--- src/verilog/pdma_pad_unused.sv ---
`timescale 1ns/1ps
`default_nettype none
`default_nettype wire

--- src/pkg/pdma_pkg.sv ---
// Shared constants and types of the peripheral DMA engine.
// Assumes a single clock domain and a plain register port.
package pdma_pkg;

  // ----------------------------------------------------------------
  // Sizes
  // ----------------------------------------------------------------
  localparam int NUM_CH    = 4;
  localparam int NUM_PER   = 8;
  localparam int CH_IDX_W  = 2;
  localparam int PER_IDX_W = 3;
  localparam int PID_W     = 4;
  localparam int ADDR_W    = 8;

  // ----------------------------------------------------------------
  // Register offsets inside one channel window
  // ----------------------------------------------------------------
  localparam logic [5:0] OFS_MAR  = 6'h00;
  localparam logic [5:0] OFS_PSR  = 6'h04;
  localparam logic [5:0] OFS_TCR  = 6'h08;
  localparam logic [5:0] OFS_MEMORY_POINTER_RELOAD = 6'h0C;
  localparam logic [5:0] OFS_TRANSFER_COUNTER_RELOAD = 6'h10;
  localparam logic [5:0] OFS_CR   = 6'h14;
  localparam logic [5:0] OFS_MR   = 6'h18;
  localparam logic [5:0] OFS_SR   = 6'h1C;
  localparam logic [5:0] OFS_ISR  = 6'h2C;

  // ----------------------------------------------------------------
  // Field positions
  // ----------------------------------------------------------------
  localparam int CR_TEN      = 0;
  localparam int CR_TDIS     = 1;
  localparam int CR_ECLR     = 8;
  localparam int SR_TEN      = 0;
  localparam int ISR_RCZ     = 0;
  localparam int ISR_TRC     = 1;
  localparam int ISR_TRANSFER_ERROR_FLAG    = 2;
  localparam int PID_DIR_BIT = 3;

  // ----------------------------------------------------------------
  // Reset values and address steps
  // ----------------------------------------------------------------
  localparam logic [31:0] PTR_RST = 32'h0000_0000;
  localparam logic [15:0] CNT_RST = 16'h0000;
  localparam logic [3:0]  PSR_RST = 4'h0; // Arbitrary value
  localparam logic [2:0]  STEP_BYTE = 3'h1;
  localparam logic [2:0]  STEP_HALF = 3'h2;
  localparam logic [2:0]  STEP_WORD = 3'h4;

  typedef enum logic [1:0] {
    PDMA_SZ_BYTE = 2'h0,
    PDMA_SZ_HALF = 2'h1,
    PDMA_SZ_WORD = 2'h2
  } pdma_size_e;

  typedef enum logic [1:0] {
    PDMA_IDLE  = 2'b00,
    PDMA_PERRD = 2'b01,
    PDMA_MEM   = 2'b11,
    PDMA_DONE  = 2'b10
  } pdma_state_e;

endpackage

--- src/verilog/pdma_prio_arb.sv ---
// Fixed priority picker over the channel requests.
// Assumes requests are already qualified by enable and counts.
`timescale 1ns/1ps
`default_nettype none
module pdma_prio_arb (
  input  wire logic [pdma_pkg::NUM_CH-1:0]   req,
  output logic      [pdma_pkg::CH_IDX_W-1:0] grantIdx,
  output logic                               grantValid
);
  import pdma_pkg::*;

  // ----------------------------------------------------------------
  // Lowest index wins
  // ----------------------------------------------------------------
  // Scan downward so the last hit is the lowest channel
  always_comb begin
    grantIdx   = '0;
    grantValid = 1'b0;
    for (int i = NUM_CH - 1; i >= 0; i--) begin
      if (req[i]) begin
        grantIdx   = CH_IDX_W'(i);
        grantValid = 1'b1;
      end
    end
  end
endmodule
`default_nettype wire

--- src/verilog/pdma_size_align.sv ---
// Sizing of one data item and the pointer step for its size.
// Assumes the size code comes from the active channel's mode.
`timescale 1ns/1ps
`default_nettype none
module pdma_size_align (
  input  wire pdma_pkg::pdma_size_e sizeSel,
  input  wire logic [31:0]          rawData,
  output logic      [31:0]          sizedData,
  output logic      [2:0]           stepBytes
);
  import pdma_pkg::*;

  // ----------------------------------------------------------------
  // Zero fill above the item width
  // ----------------------------------------------------------------
  // Unused code 3 behaves as a word so nothing is lost
  wire isByte = (sizeSel == PDMA_SZ_BYTE);
  wire isHalf = (sizeSel == PDMA_SZ_HALF);

  assign sizedData = isByte ? {24'h00_0000, rawData[7:0]} :
                     isHalf ? {16'h0000, rawData[15:0]} :
                     rawData;
  assign stepBytes = isByte ? STEP_BYTE :
                     isHalf ? STEP_HALF : STEP_WORD;
endmodule
`default_nettype wire

--- src/verilog/pdma_core.sv ---
// Peripheral DMA engine: channel registers, arbitration, data mover.
// Assumes a synchronous register port, a memory bus master port that
// answers with ack or err, and peripherals with level requests.
//
// Summary of operation
// - Channel keeps pointer, counter, reloads, peripheral select.
// - Channels keep independent state and requests.
// - Acknowledge pulses when the move has started.
// - Finished flag per channel flags buffer done.
// - Identity code picks peripheral and direction.
// - Pointer advances one, two or four.
// - Nonzero count write starts enabled channel.
// - Counter drops by one per item.
// - Pointer and counter readable while active.
// - Two bus clock run inputs, on after reset.
// - Gated clocks freeze work, then resume.
// - Counter zero with reload nonzero reloads, clears.
// - Lowest numbered channel served first.
// - Memory error flags channel and stops it.
// - Narrow items zero filled into a word.
//
// Implementation choices: strobed register access and the address map.
`timescale 1ns/1ps
`default_nettype none
module pdma_core (
  input  wire logic                                clock,
  input  wire logic                                rst,
  input  wire logic                                hsbClockRun,
  input  wire logic                                pbClockRun,
  input  wire logic [pdma_pkg::ADDR_W-1:0]         regAddr,
  input  wire logic [31:0]                         regWrData,
  input  wire logic                                regWr,
  input  wire logic                                regRd,
  output logic      [31:0]                         regRdData,
  output logic                                     memReq,
  output logic                                     memWe,
  output logic      [31:0]                         memAddr,
  output logic      [1:0]                          memSize,
  output logic      [31:0]                         memWrData,
  input  wire logic [31:0]                         memRdData,
  input  wire logic                                memAck,
  input  wire logic                                memErr,
  input  wire logic [pdma_pkg::NUM_PER-1:0]        periphReq,
  output logic      [pdma_pkg::NUM_PER-1:0]        periphAck,
  output logic      [pdma_pkg::PER_IDX_W-1:0]      periphSel,
  output logic                                     periphRd,
  output logic                                     periphWr,
  output logic      [31:0]                         periphWrData,
  input  wire logic [31:0]                         periphRdData,
  output logic      [pdma_pkg::NUM_CH-1:0]         xferFinish
);
  import pdma_pkg::*;

  // ----------------------------------------------------------------
  // Storage
  // ----------------------------------------------------------------
  logic [31:0]          mar_q  [NUM_CH];
  logic [15:0]          tcr_q  [NUM_CH];
  logic [31:0]          memory_pointer_reload_q [NUM_CH];
  logic [15:0]          transfer_counter_reload_q [NUM_CH];
  logic [PID_W-1:0]     psr_q  [NUM_CH];
  pdma_size_e           mr_q   [NUM_CH];
  logic                 en_q   [NUM_CH];
  logic                 transfer_error_flag_q [NUM_CH];
  logic                 fin_q  [NUM_CH];
  logic [NUM_CH-1:0]    chReq;

  pdma_state_e          state_q;
  logic [CH_IDX_W-1:0]  chSel_q;
  logic                 toPer_q;
  logic [31:0]          data_q;
  logic [31:0]          regRdData_q;
  logic                 memReq_q;
  logic                 memWe_q;
  logic [31:0]          memAddr_q;
  logic [1:0]           memSize_q;
  logic [31:0]          memWrData_q;
  logic [NUM_PER-1:0]   periphAck_q;
  logic [PER_IDX_W-1:0] periphSel_q;
  logic                 periphRd_q;
  logic                 periphWr_q;
  logic [31:0]          periphWrData_q;

  // ----------------------------------------------------------------
  // Shared decode
  // ----------------------------------------------------------------
  // Both clocks must run; a gated clock simply freezes the mover
  wire                 run     = hsbClockRun & pbClockRun;
  wire [CH_IDX_W-1:0]  rgCh    = regAddr[7:6];
  wire [5:0]           rgOfs   = regAddr[5:0];
  wire                 inDone  = (state_q == PDMA_DONE) && run;
  wire                 memResp = (state_q == PDMA_MEM) && run && (memAck || memErr);
  wire                 errResp = memResp && memErr;
  wire [31:0]          actMar  = mar_q[chSel_q];
  wire [15:0]          actTcr  = tcr_q[chSel_q];
  wire [15:0]          actTcrr = transfer_counter_reload_q[chSel_q];
  wire [2:0]           stepBytes;
  wire [31:0]          sizedData;
  wire [CH_IDX_W-1:0]  grantIdx;
  wire                 grantValid;

  // Peripheral data on the way in, memory data on the way out
  wire [31:0] rawData = (state_q == PDMA_PERRD) ? periphRdData : memRdData;

  pdma_size_align u_align (
    .sizeSel   (mr_q[chSel_q]),
    .rawData   (rawData),
    .sizedData (sizedData),
    .stepBytes (stepBytes)
  );

  pdma_prio_arb u_arb (
    .req        (chReq),
    .grantIdx   (grantIdx),
    .grantValid (grantValid)
  );

  // ----------------------------------------------------------------
  // Per channel registers
  // ----------------------------------------------------------------
  for (genvar c = 0; c < NUM_CH; c++) begin : g_ch
    wire hit     = regWr && (rgCh == CH_IDX_W'(c));
    wire wrMar   = hit && (rgOfs == OFS_MAR);
    wire wrPsr   = hit && (rgOfs == OFS_PSR);
    wire wrTcr   = hit && (rgOfs == OFS_TCR);
    wire wrMarr  = hit && (rgOfs == OFS_MEMORY_POINTER_RELOAD);
    wire wrTcrr  = hit && (rgOfs == OFS_TRANSFER_COUNTER_RELOAD);
    wire wrCr    = hit && (rgOfs == OFS_CR);
    wire wrMr    = hit && (rgOfs == OFS_MR);
    wire mine    = (chSel_q == CH_IDX_W'(c));
    wire doneMe  = inDone && mine;
    wire errMe   = errResp && mine;
    wire [15:0] tcrDec = tcr_q[c] - 16'h0001;
    wire reload  = doneMe && (tcrDec == 16'h0000) && (transfer_counter_reload_q[c] != 16'h0000);
    // Loading the reload pair into an empty channel starts it at once
    wire autoLd  = wrTcrr && (tcr_q[c] == 16'h0000) && !doneMe;
    wire [PER_IDX_W-1:0] perIdx = psr_q[c][PER_IDX_W-1:0];

    // Request needs enable, no error, items left and a raised line
    assign chReq[c] = run && en_q[c] && !transfer_error_flag_q[c]
                      && (tcr_q[c] != 16'h0000)
                      && periphReq[perIdx];
    assign xferFinish[c] = fin_q[c];

    // Pointer, counter and reload pair
    always_ff @(posedge clock) begin
      if (rst) begin
        mar_q[c]  <= PTR_RST;
        tcr_q[c]  <= CNT_RST;
        memory_pointer_reload_q[c] <= PTR_RST;
        transfer_counter_reload_q[c] <= CNT_RST;
      end else begin
        if (reload) begin
          mar_q[c]  <= memory_pointer_reload_q[c];
          tcr_q[c]  <= transfer_counter_reload_q[c];
          memory_pointer_reload_q[c] <= PTR_RST;
          transfer_counter_reload_q[c] <= CNT_RST;
        end else if (doneMe) begin
          mar_q[c] <= mar_q[c] + {29'h0000_0000, stepBytes};
          tcr_q[c] <= tcrDec;
        end
        // Software writes land after the mover's update
        if (wrMar) mar_q[c] <= regWrData;
        if (wrTcr) tcr_q[c] <= regWrData[15:0];
        if (wrMarr) memory_pointer_reload_q[c] <= regWrData;
        if (autoLd) begin
          tcr_q[c]  <= regWrData[15:0];
          mar_q[c]  <= memory_pointer_reload_q[c];
          memory_pointer_reload_q[c] <= PTR_RST;
          transfer_counter_reload_q[c] <= CNT_RST;
        end else if (wrTcrr) begin
          transfer_counter_reload_q[c] <= regWrData[15:0];
        end
      end
    end

    // Configuration, enable and error state
    always_ff @(posedge clock) begin
      if (rst) begin
        psr_q[c]  <= PSR_RST;
        mr_q[c]   <= PDMA_SZ_BYTE;
        en_q[c]   <= 1'b0;
        transfer_error_flag_q[c] <= 1'b0;
        fin_q[c]  <= 1'b0;
      end else begin
        if (wrPsr) psr_q[c] <= regWrData[PID_W-1:0];
        if (wrMr) mr_q[c] <= pdma_size_e'(regWrData[1:0]);
        if (wrCr && regWrData[CR_TEN]) en_q[c] <= 1'b1;
        if (wrCr && regWrData[CR_TDIS]) en_q[c] <= 1'b0;   // Disable wins
        if (wrCr && regWrData[CR_ECLR]) transfer_error_flag_q[c] <= 1'b0;
        if (errMe) transfer_error_flag_q[c] <= 1'b1;
        fin_q[c] <= (tcr_q[c] == 16'h0000) && (transfer_counter_reload_q[c] == 16'h0000);
      end
    end
  end

  // ----------------------------------------------------------------
  // Register read path
  // ----------------------------------------------------------------
  logic [31:0] isrWord;
  logic [31:0] srWord;

  // Status words built by field position
  always_comb begin
    isrWord           = 32'h0000_0000;
    srWord            = 32'h0000_0000;
    isrWord[ISR_RCZ]  = (transfer_counter_reload_q[rgCh] == 16'h0000);
    isrWord[ISR_TRC]  = fin_q[rgCh];
    isrWord[ISR_TRANSFER_ERROR_FLAG] = transfer_error_flag_q[rgCh];
    srWord[SR_TEN]    = en_q[rgCh];
  end

  // Live pointer and counter, so progress can be watched
  wire [31:0] rdWord =
    (rgOfs == OFS_MAR)  ? mar_q[rgCh] :
    (rgOfs == OFS_TCR)  ? {16'h0000, tcr_q[rgCh]} :
    (rgOfs == OFS_PSR)  ? {28'h000_0000, psr_q[rgCh]} :
    (rgOfs == OFS_MEMORY_POINTER_RELOAD) ? memory_pointer_reload_q[rgCh] :
    (rgOfs == OFS_TRANSFER_COUNTER_RELOAD) ? {16'h0000, transfer_counter_reload_q[rgCh]} :
    (rgOfs == OFS_MR)   ? {30'h0000_0000, mr_q[rgCh]} :
    (rgOfs == OFS_SR)   ? srWord :
    (rgOfs == OFS_ISR)  ? isrWord : 32'h0000_0000;

  // Data stand only in the cycle after the strobe
  always_ff @(posedge clock) begin
    if (rst) regRdData_q <= 32'h0000_0000;
    else regRdData_q <= regRd ? rdWord : 32'h0000_0000;
  end

  // ----------------------------------------------------------------
  // Mover state machine
  // ----------------------------------------------------------------
  wire [PID_W-1:0]     gPid   = psr_q[grantIdx];
  wire                 gToPer = gPid[PID_DIR_BIT];
  wire [PER_IDX_W-1:0] gPer   = gPid[PER_IDX_W-1:0];
  wire                 start  = (state_q == PDMA_IDLE) && grantValid;

  // One item at a time; a frozen clock holds every mover output steady
  always_ff @(posedge clock) begin
    if (rst) begin
      state_q        <= PDMA_IDLE;
      chSel_q        <= '0;
      toPer_q        <= 1'b0;
      data_q         <= 32'h0000_0000;
      memReq_q       <= 1'b0;
      memWe_q        <= 1'b0;
      memAddr_q      <= 32'h0000_0000;
      memSize_q      <= 2'h0;
      memWrData_q    <= 32'h0000_0000;
      periphAck_q    <= '0;
      periphSel_q    <= '0;
      periphRd_q     <= 1'b0;
      periphWr_q     <= 1'b0;
      periphWrData_q <= 32'h0000_0000;
    end else if (run) begin
      periphAck_q <= '0;
      periphRd_q  <= 1'b0;
      periphWr_q  <= 1'b0;
      unique case (state_q)
        PDMA_IDLE: begin
          if (start) begin
            chSel_q          <= grantIdx;
            toPer_q          <= gToPer;
            periphSel_q      <= gPer;
            periphAck_q[gPer] <= 1'b1;
            memAddr_q        <= mar_q[grantIdx];
            memSize_q        <= mr_q[grantIdx];
            if (gToPer) begin
              memReq_q <= 1'b1;
              memWe_q  <= 1'b0;
              state_q  <= PDMA_MEM;
            end else begin
              periphRd_q <= 1'b1;
              state_q    <= PDMA_PERRD;
            end
          end
        end
        PDMA_PERRD: begin
          data_q      <= sizedData;
          memWrData_q <= sizedData;
          memReq_q    <= 1'b1;
          memWe_q     <= 1'b1;
          state_q     <= PDMA_MEM;
        end
        PDMA_MEM: begin
          if (memAck || memErr) begin
            memReq_q <= 1'b0;
            memWe_q  <= 1'b0;
            if (memErr) begin
              state_q <= PDMA_IDLE;
            end else begin
              data_q <= sizedData;
              if (toPer_q) begin
                periphWr_q     <= 1'b1;
                periphWrData_q <= sizedData;
              end
              state_q <= PDMA_DONE;
            end
          end
        end
        PDMA_DONE: begin
          state_q <= PDMA_IDLE;
        end
      endcase
    end
  end

  assign regRdData    = regRdData_q;
  assign memReq       = memReq_q;
  assign memWe        = memWe_q;
  assign memAddr      = memAddr_q;
  assign memSize      = memSize_q;
  assign memWrData    = memWrData_q;
  assign periphAck    = periphAck_q;
  assign periphSel    = periphSel_q;
  assign periphRd     = periphRd_q;
  assign periphWr     = periphWr_q;
  assign periphWrData = periphWrData_q;

  // ----------------------------------------------------------------
  // Checks
  // ----------------------------------------------------------------
  wire swTouch = regWr && (rgCh == chSel_q);
  wire actRel  = inDone && (actTcr == 16'h0001) && (actTcrr != 16'h0000);
  wire [NUM_CH-1:0] lowMask = NUM_CH'((1 << grantIdx) - 1);

  chk_ack_single: assert property (@(posedge clock) disable iff (rst)
    $onehot0(periphAck_q)) else $error("more than one acknowledge");
  chk_ack_start: assert property (@(posedge clock) disable iff (rst)
    start && run |=> periphAck_q[periphSel_q] && state_q != PDMA_IDLE)
    else $error("start without acknowledge");
  chk_tcr_step: assert property (@(posedge clock) disable iff (rst)
    inDone && !actRel && !swTouch |=> actTcr == $past(actTcr) - 16'h0001)
    else $error("counter did not drop by one");
  chk_mar_step: assert property (@(posedge clock) disable iff (rst)
    inDone && !actRel && !swTouch
    |=> actMar == $past(actMar) + {29'h0, $past(stepBytes)})
    else $error("pointer step wrong");
  chk_reload_clear: assert property (@(posedge clock) disable iff (rst)
    actRel && !swTouch |=> actTcrr == 16'h0000 && actTcr == $past(actTcrr))
    else $error("reload not taken");
  chk_prio_lowest: assert property (@(posedge clock) disable iff (rst)
    grantValid |-> (chReq & lowMask) == '0) else $error("priority order broken");
  chk_err_stop: assert property (@(posedge clock) disable iff (rst)
    errResp |=> state_q == PDMA_IDLE && transfer_error_flag_q[chSel_q] && !chReq[chSel_q])
    else $error("error did not stop channel");
  chk_zero_idle: assert property (@(posedge clock) disable iff (rst)
    grantValid |-> tcr_q[grantIdx] != 16'h0000 && en_q[grantIdx])
    else $error("served an empty or disabled channel");
  chk_size_fill: assert property (@(posedge clock) disable iff (rst)
    state_q == PDMA_PERRD && run && mr_q[chSel_q] == PDMA_SZ_BYTE
    |=> memWrData_q[31:8] == 24'h00_0000) else $error("byte not zero filled");
  chk_freeze: assert property (@(posedge clock) disable iff (rst)
    !run |=> $stable(state_q) && $stable(memReq_q)) else $error("moved while frozen");

  cov_to_mem: cover property (@(posedge clock) disable iff (rst)
    state_q == PDMA_PERRD ##1 state_q == PDMA_MEM ##[1:20] state_q == PDMA_DONE);
  cov_to_per: cover property (@(posedge clock) disable iff (rst)
    periphWr_q ##1 state_q == PDMA_IDLE);
  cov_reload: cover property (@(posedge clock) disable iff (rst) actRel);
  cov_error: cover property (@(posedge clock) disable iff (rst) errResp);
endmodule
`default_nettype wire

--- config.mk ---
export PLATFORM = sky130hd
export DESIGN_NAME = pdma_core
export DESIGN_NICKNAME = d
export VERILOG_FILES = /design/src/verilog/pdma_pad_unused.sv /design/src/pkg/pdma_pkg.sv /design/src/verilog/pdma_prio_arb.sv /design/src/verilog/pdma_size_align.sv /design/src/verilog/pdma_core.sv
export SDC_FILE = /design/constraint.sdc
export NUM_CORES = 2
export LEC_CHECK = 0
export ABC_AREA = 1
export BUFFER_PORTS_ARGS = -buffer_cell sky130_fd_sc_hd__buf_4
export CORE_MARGIN = 5
export CORE_UTILIZATION = 50
export CTS_BUF_LIST = sky130_fd_sc_hd__clkbuf_4
export DETAILED_ROUTE_END_ITERATION = 10
export PLACE_DENSITY = 0.68
export SETUP_SLACK_MARGIN = 0.1
export SYNTH_ARGS = -nofsm -noshare
export SYNTH_HDL_FRONTEND = slang
export SYNTH_SLANG_ARGS = --single-unit
--- constraint.sdc ---
create_clock -name clock -period 7.33 [get_ports clock]
set_input_delay 0.733 -clock clock [delete_from_list [all_inputs] [get_ports clock]]
set_output_delay 0.733 -clock clock [all_outputs]
set_load 0.02 [all_outputs]
==> metrics.cfg <==
[critical_path]
ff2ff_path_depth = 20
r2r_slack_ns = 1.96
timing.critical_path.to = mar_q[1][30]$_DFFE_PP_
cp_max_fo = 21
worstPathArrival_ns = 6.15
worstSetupStartpointType = flip-flop
startpoint = mr_q[1][1]$_SDFFCE_PN0P_
critPathKind = flip-flop to flip-flop
end_kind = flip-flop
r2r-start = mr_q[1][1]$_SDFFCE_PN0P_
r2r_end = mar_q[1][30]$_DFFE_PP_
cp_data_required_time_ns = 8.11

[global_routing]
grt_pass1_wl_um = 229000
grt_pass1_vias = 34100
antenna_found_initial = 7
grt_use_total_pct = 41.3
grt-ovfl-total = 0
grt_max_degree = 119

[die]
core.rowCount = 97
core_area_um2 = 69800
ioPinCount = 269
die_y_um = 275
die_x_um = 275
die_area_um2 = 75600
start_util_pct = 50.3

[clocking]
cts_made_buffers = 161
cts-root-buf = clkbuf_4
cts_sinks = 572
htreeDepth = 4
clock_latency_ns = 1.06
clk_path_buf_depth = 3
cts_resized = 0
cts_tree = yes
clk_pin_slew_ns = 0.07

[run]
maxCapViolCount = 0

[synth]
synth_edf_count = 416
synth_area_um2 = 35100
avgSynthCellArea_um2 = 7.47
async_flop_share_pct = 0
ys_ff_latch = 572
ys.flop_type = edfxtp_1
synth_nets = 4844
yosysSeqAreaShare_pct = 44.5
yosysWarnings = 0
yosys.cell_types.count = 54
syn_inst = 4700

[layout]
layout_common_cells = nand2_1 (1249), nor2_1 (555), inv_1 (421), edfxtp_1 (416), nand3_1 (331)
stdcell_area_um2 = 40100
drive_above_1_share_pct = 14.1
fillers = 6737
fin_nets = 5099
area_delta_synth_final_pct = 14.1
final_common_cell = nand2_1

[detailed_routing]
avgViaCountPerCell = 6.07
vias = 36700
first_pass_iters = 7
ant_nets = 0
wirelength_um = 161000
drt_iter0_drc = 5486
drcViolationCount = 0
wire_per_inst_um = 26.7

[power_and_ir_drop]
power.density_nw_per_um2 = 196
power.switching_mw = 2.33
netSwitchingFraction_pct = 29.7
pwr-share-clk_pct = 41.0
pwr-share-seq_pct = 47.0
total_power_mw = 7.84
peakVddDrop_uv = 194
p_int_mw = 5.52
power_frac_comb_pct = 11.9
leakagePower_nw = 17.3

[sta]
drv_slew = 0
finalCritPeriodShare_pct = 73.2
finalCriticalPeriod_ns = 5.37
fin_tns_setup_ns = 0
max_freq_mhz = 186
worst_pin_slew_ns = 1.30
hold_violations = 0
rsz0062_at_grt = no
finalSetupViolCount = 0
fin_skew_ns = 0.0757
timing.slew.headroom_pct = 13.3
whs_ns = 0.0900
worst_slack_ns = 1.96

[min_path]
hp-class = input pin to flip-flop

[place]
portBuffers = 268
placed_area_um2 = 37600
place_ws_ns = 2.20
place.gp.congestion = 1.03
dp_hpwl_um = 114000

[status]
outcome = completed

-- logic make-up (layout without fill, tap and decap cells) --
kind of cell	Yosys count	count (layout)	synth area share, %
AND/OR/NAND/NOR	2403	2403	28.8
AO/OA/AOI/OAI	828	828	13.3
buffers and inverters	714	1107	8.33
flip-flops	572	572	44.5
XOR/XNOR	135	135	3.37
adder cells (fa/ha/maj)	24	24	0.941
multiplexers	24	24	0.770
other	0	6	0
-- state kept, by name, summed over array words and instances, names as in the netlist, named ones only --
name                       flops
periphAck                      8
mr_q                           8
fin_q                          4
memWrData                     32
periphRd                       1
psr_q                         16
toPer_q                        1
transfer_error_flag_q          4
en_q                           4
regRdData                     32
memSize                        2
memReq                         1
transfer_counter_reload_q     64
mar_q                        128
periphWrData                  32
memAddr                       32
chSel_q                        2
memory_pointer_reload_q      128
periphSel                      3
state_q                        2
memWe                          1
tcr_q                         64
periphWr                       1
-- metrics by stage --
step | cells | utilization, %
finish | 6039 | 57.4
detailed placement | 5708 | 53.9
global route | 6038 | 57.4
global placement | 5708 | 53.9
floorplan | 4700 | -
CTS | 6033 | 57.4
-- routing by layer --
metal / GRT usage (%) / share of wire [%] / up-vias
met1: 51.1 / 36 / 16900
met4: 34.0 / 10 / 4
met3: 8.66 / 11 / 681
met5: 0 / 0.021 / -
li1: - / - / 16400
met2: 62.0 / 43 / 2642
-- synth_stat cells (all sizes together) (75+ instances only) --
library cell	count	share of area, %
inv	445	4.8
nand3	344	5.0
buf	112	1.9
edfxtp	416	36
nor3	84	1.2
o21ai	362	5.2
clkbuf	138	1.5
nor2	595	6.7
xor2	122	3.0
nand2	1266	14
dfxtp	156	8.9
a21oi	207	3.0
o22ai	75	1.3
-- critical path, stage by stage, from the launching register on --
cell and delay [ns]:
edfxtp_1 0.42, a21oi_1 0.16, o21ai_0 0.09, nand2_1 0.14, clkinv_1 0.68, nor2_1 0.77
inv_1 0.37, fa_1 0.50, o21ai_0 0.47, nand2_1 0.24, nor2_1 0.20, nand2_1 0.18
inv_1 0.13, nand2_1 0.11, inv_1 0.11, nand4_1 0.10, xor2_1 0.18, nand2_1 0.06
nand3_1 0.07, nand2_1 0.08, nand2_1 0.04
-- cell type report --
cell class	instances	area [um2]	share of cell area, %
Multi-Input combinational cell	3414	16700	41.6
Inverter	464	1750	4.37
Antenna cell	6	15.0	0.0375
Timing Repair Buffer	342	2640	6.59
Sequential cell	572	15600	39.0
Clock inverter	53	338	0.843
Tap cell	940	1180	2.93
Clock buffer	248	1860	4.65
-- worst min-delay path by stage --
stage                                          from                   endpoint  slack (ns)  cells after the start
after floorplan                toPer_q$_SDFFE_PP0P_       toPer_q$_SDFFE_PP0P_        0.47                      2
after global placement    periphAck[5]$_SDFFE_PP0P_  periphAck[5]$_SDFFE_PP0P_        0.46                      2
after detailed placement        memReq$_SDFFE_PP0P_        memReq$_SDFFE_PP0P_        0.46                      2
after CTS                             regWrData[29]     mar_q[3][29]$_DFFE_PP_        0.02                      3
after global routing                  regWrData[29]     mar_q[3][29]$_DFFE_PP_        0.07                      3
final                                 regWrData[29]     mar_q[3][29]$_DFFE_PP_        0.09                      3
-- timing repair --
action,CTS,global route
buffers inserted,0,0
endpoints found under the hold margin,19,0
hold buffers,24,0
-- power by group through the flow --
| stage | Combinational (mW) | Sequential (mW) | Clock (mW) |
|---|---|---|---|
| 3_3_place_gp | 0.897 | 3.75 | 0 |
| 6_report | 0.936 | 3.69 | 3.22 |
| 2_1_floorplan | 0.462 | 3.74 | 0 |
| 4_1_cts | 0.907 | 3.68 | 3.23 |
| 3_5_place_dp | 0.894 | 3.75 | 0 |
| 5_1_grt | 0.973 | 3.70 | 3.44 |
Power figures use the tool's default switching activity.
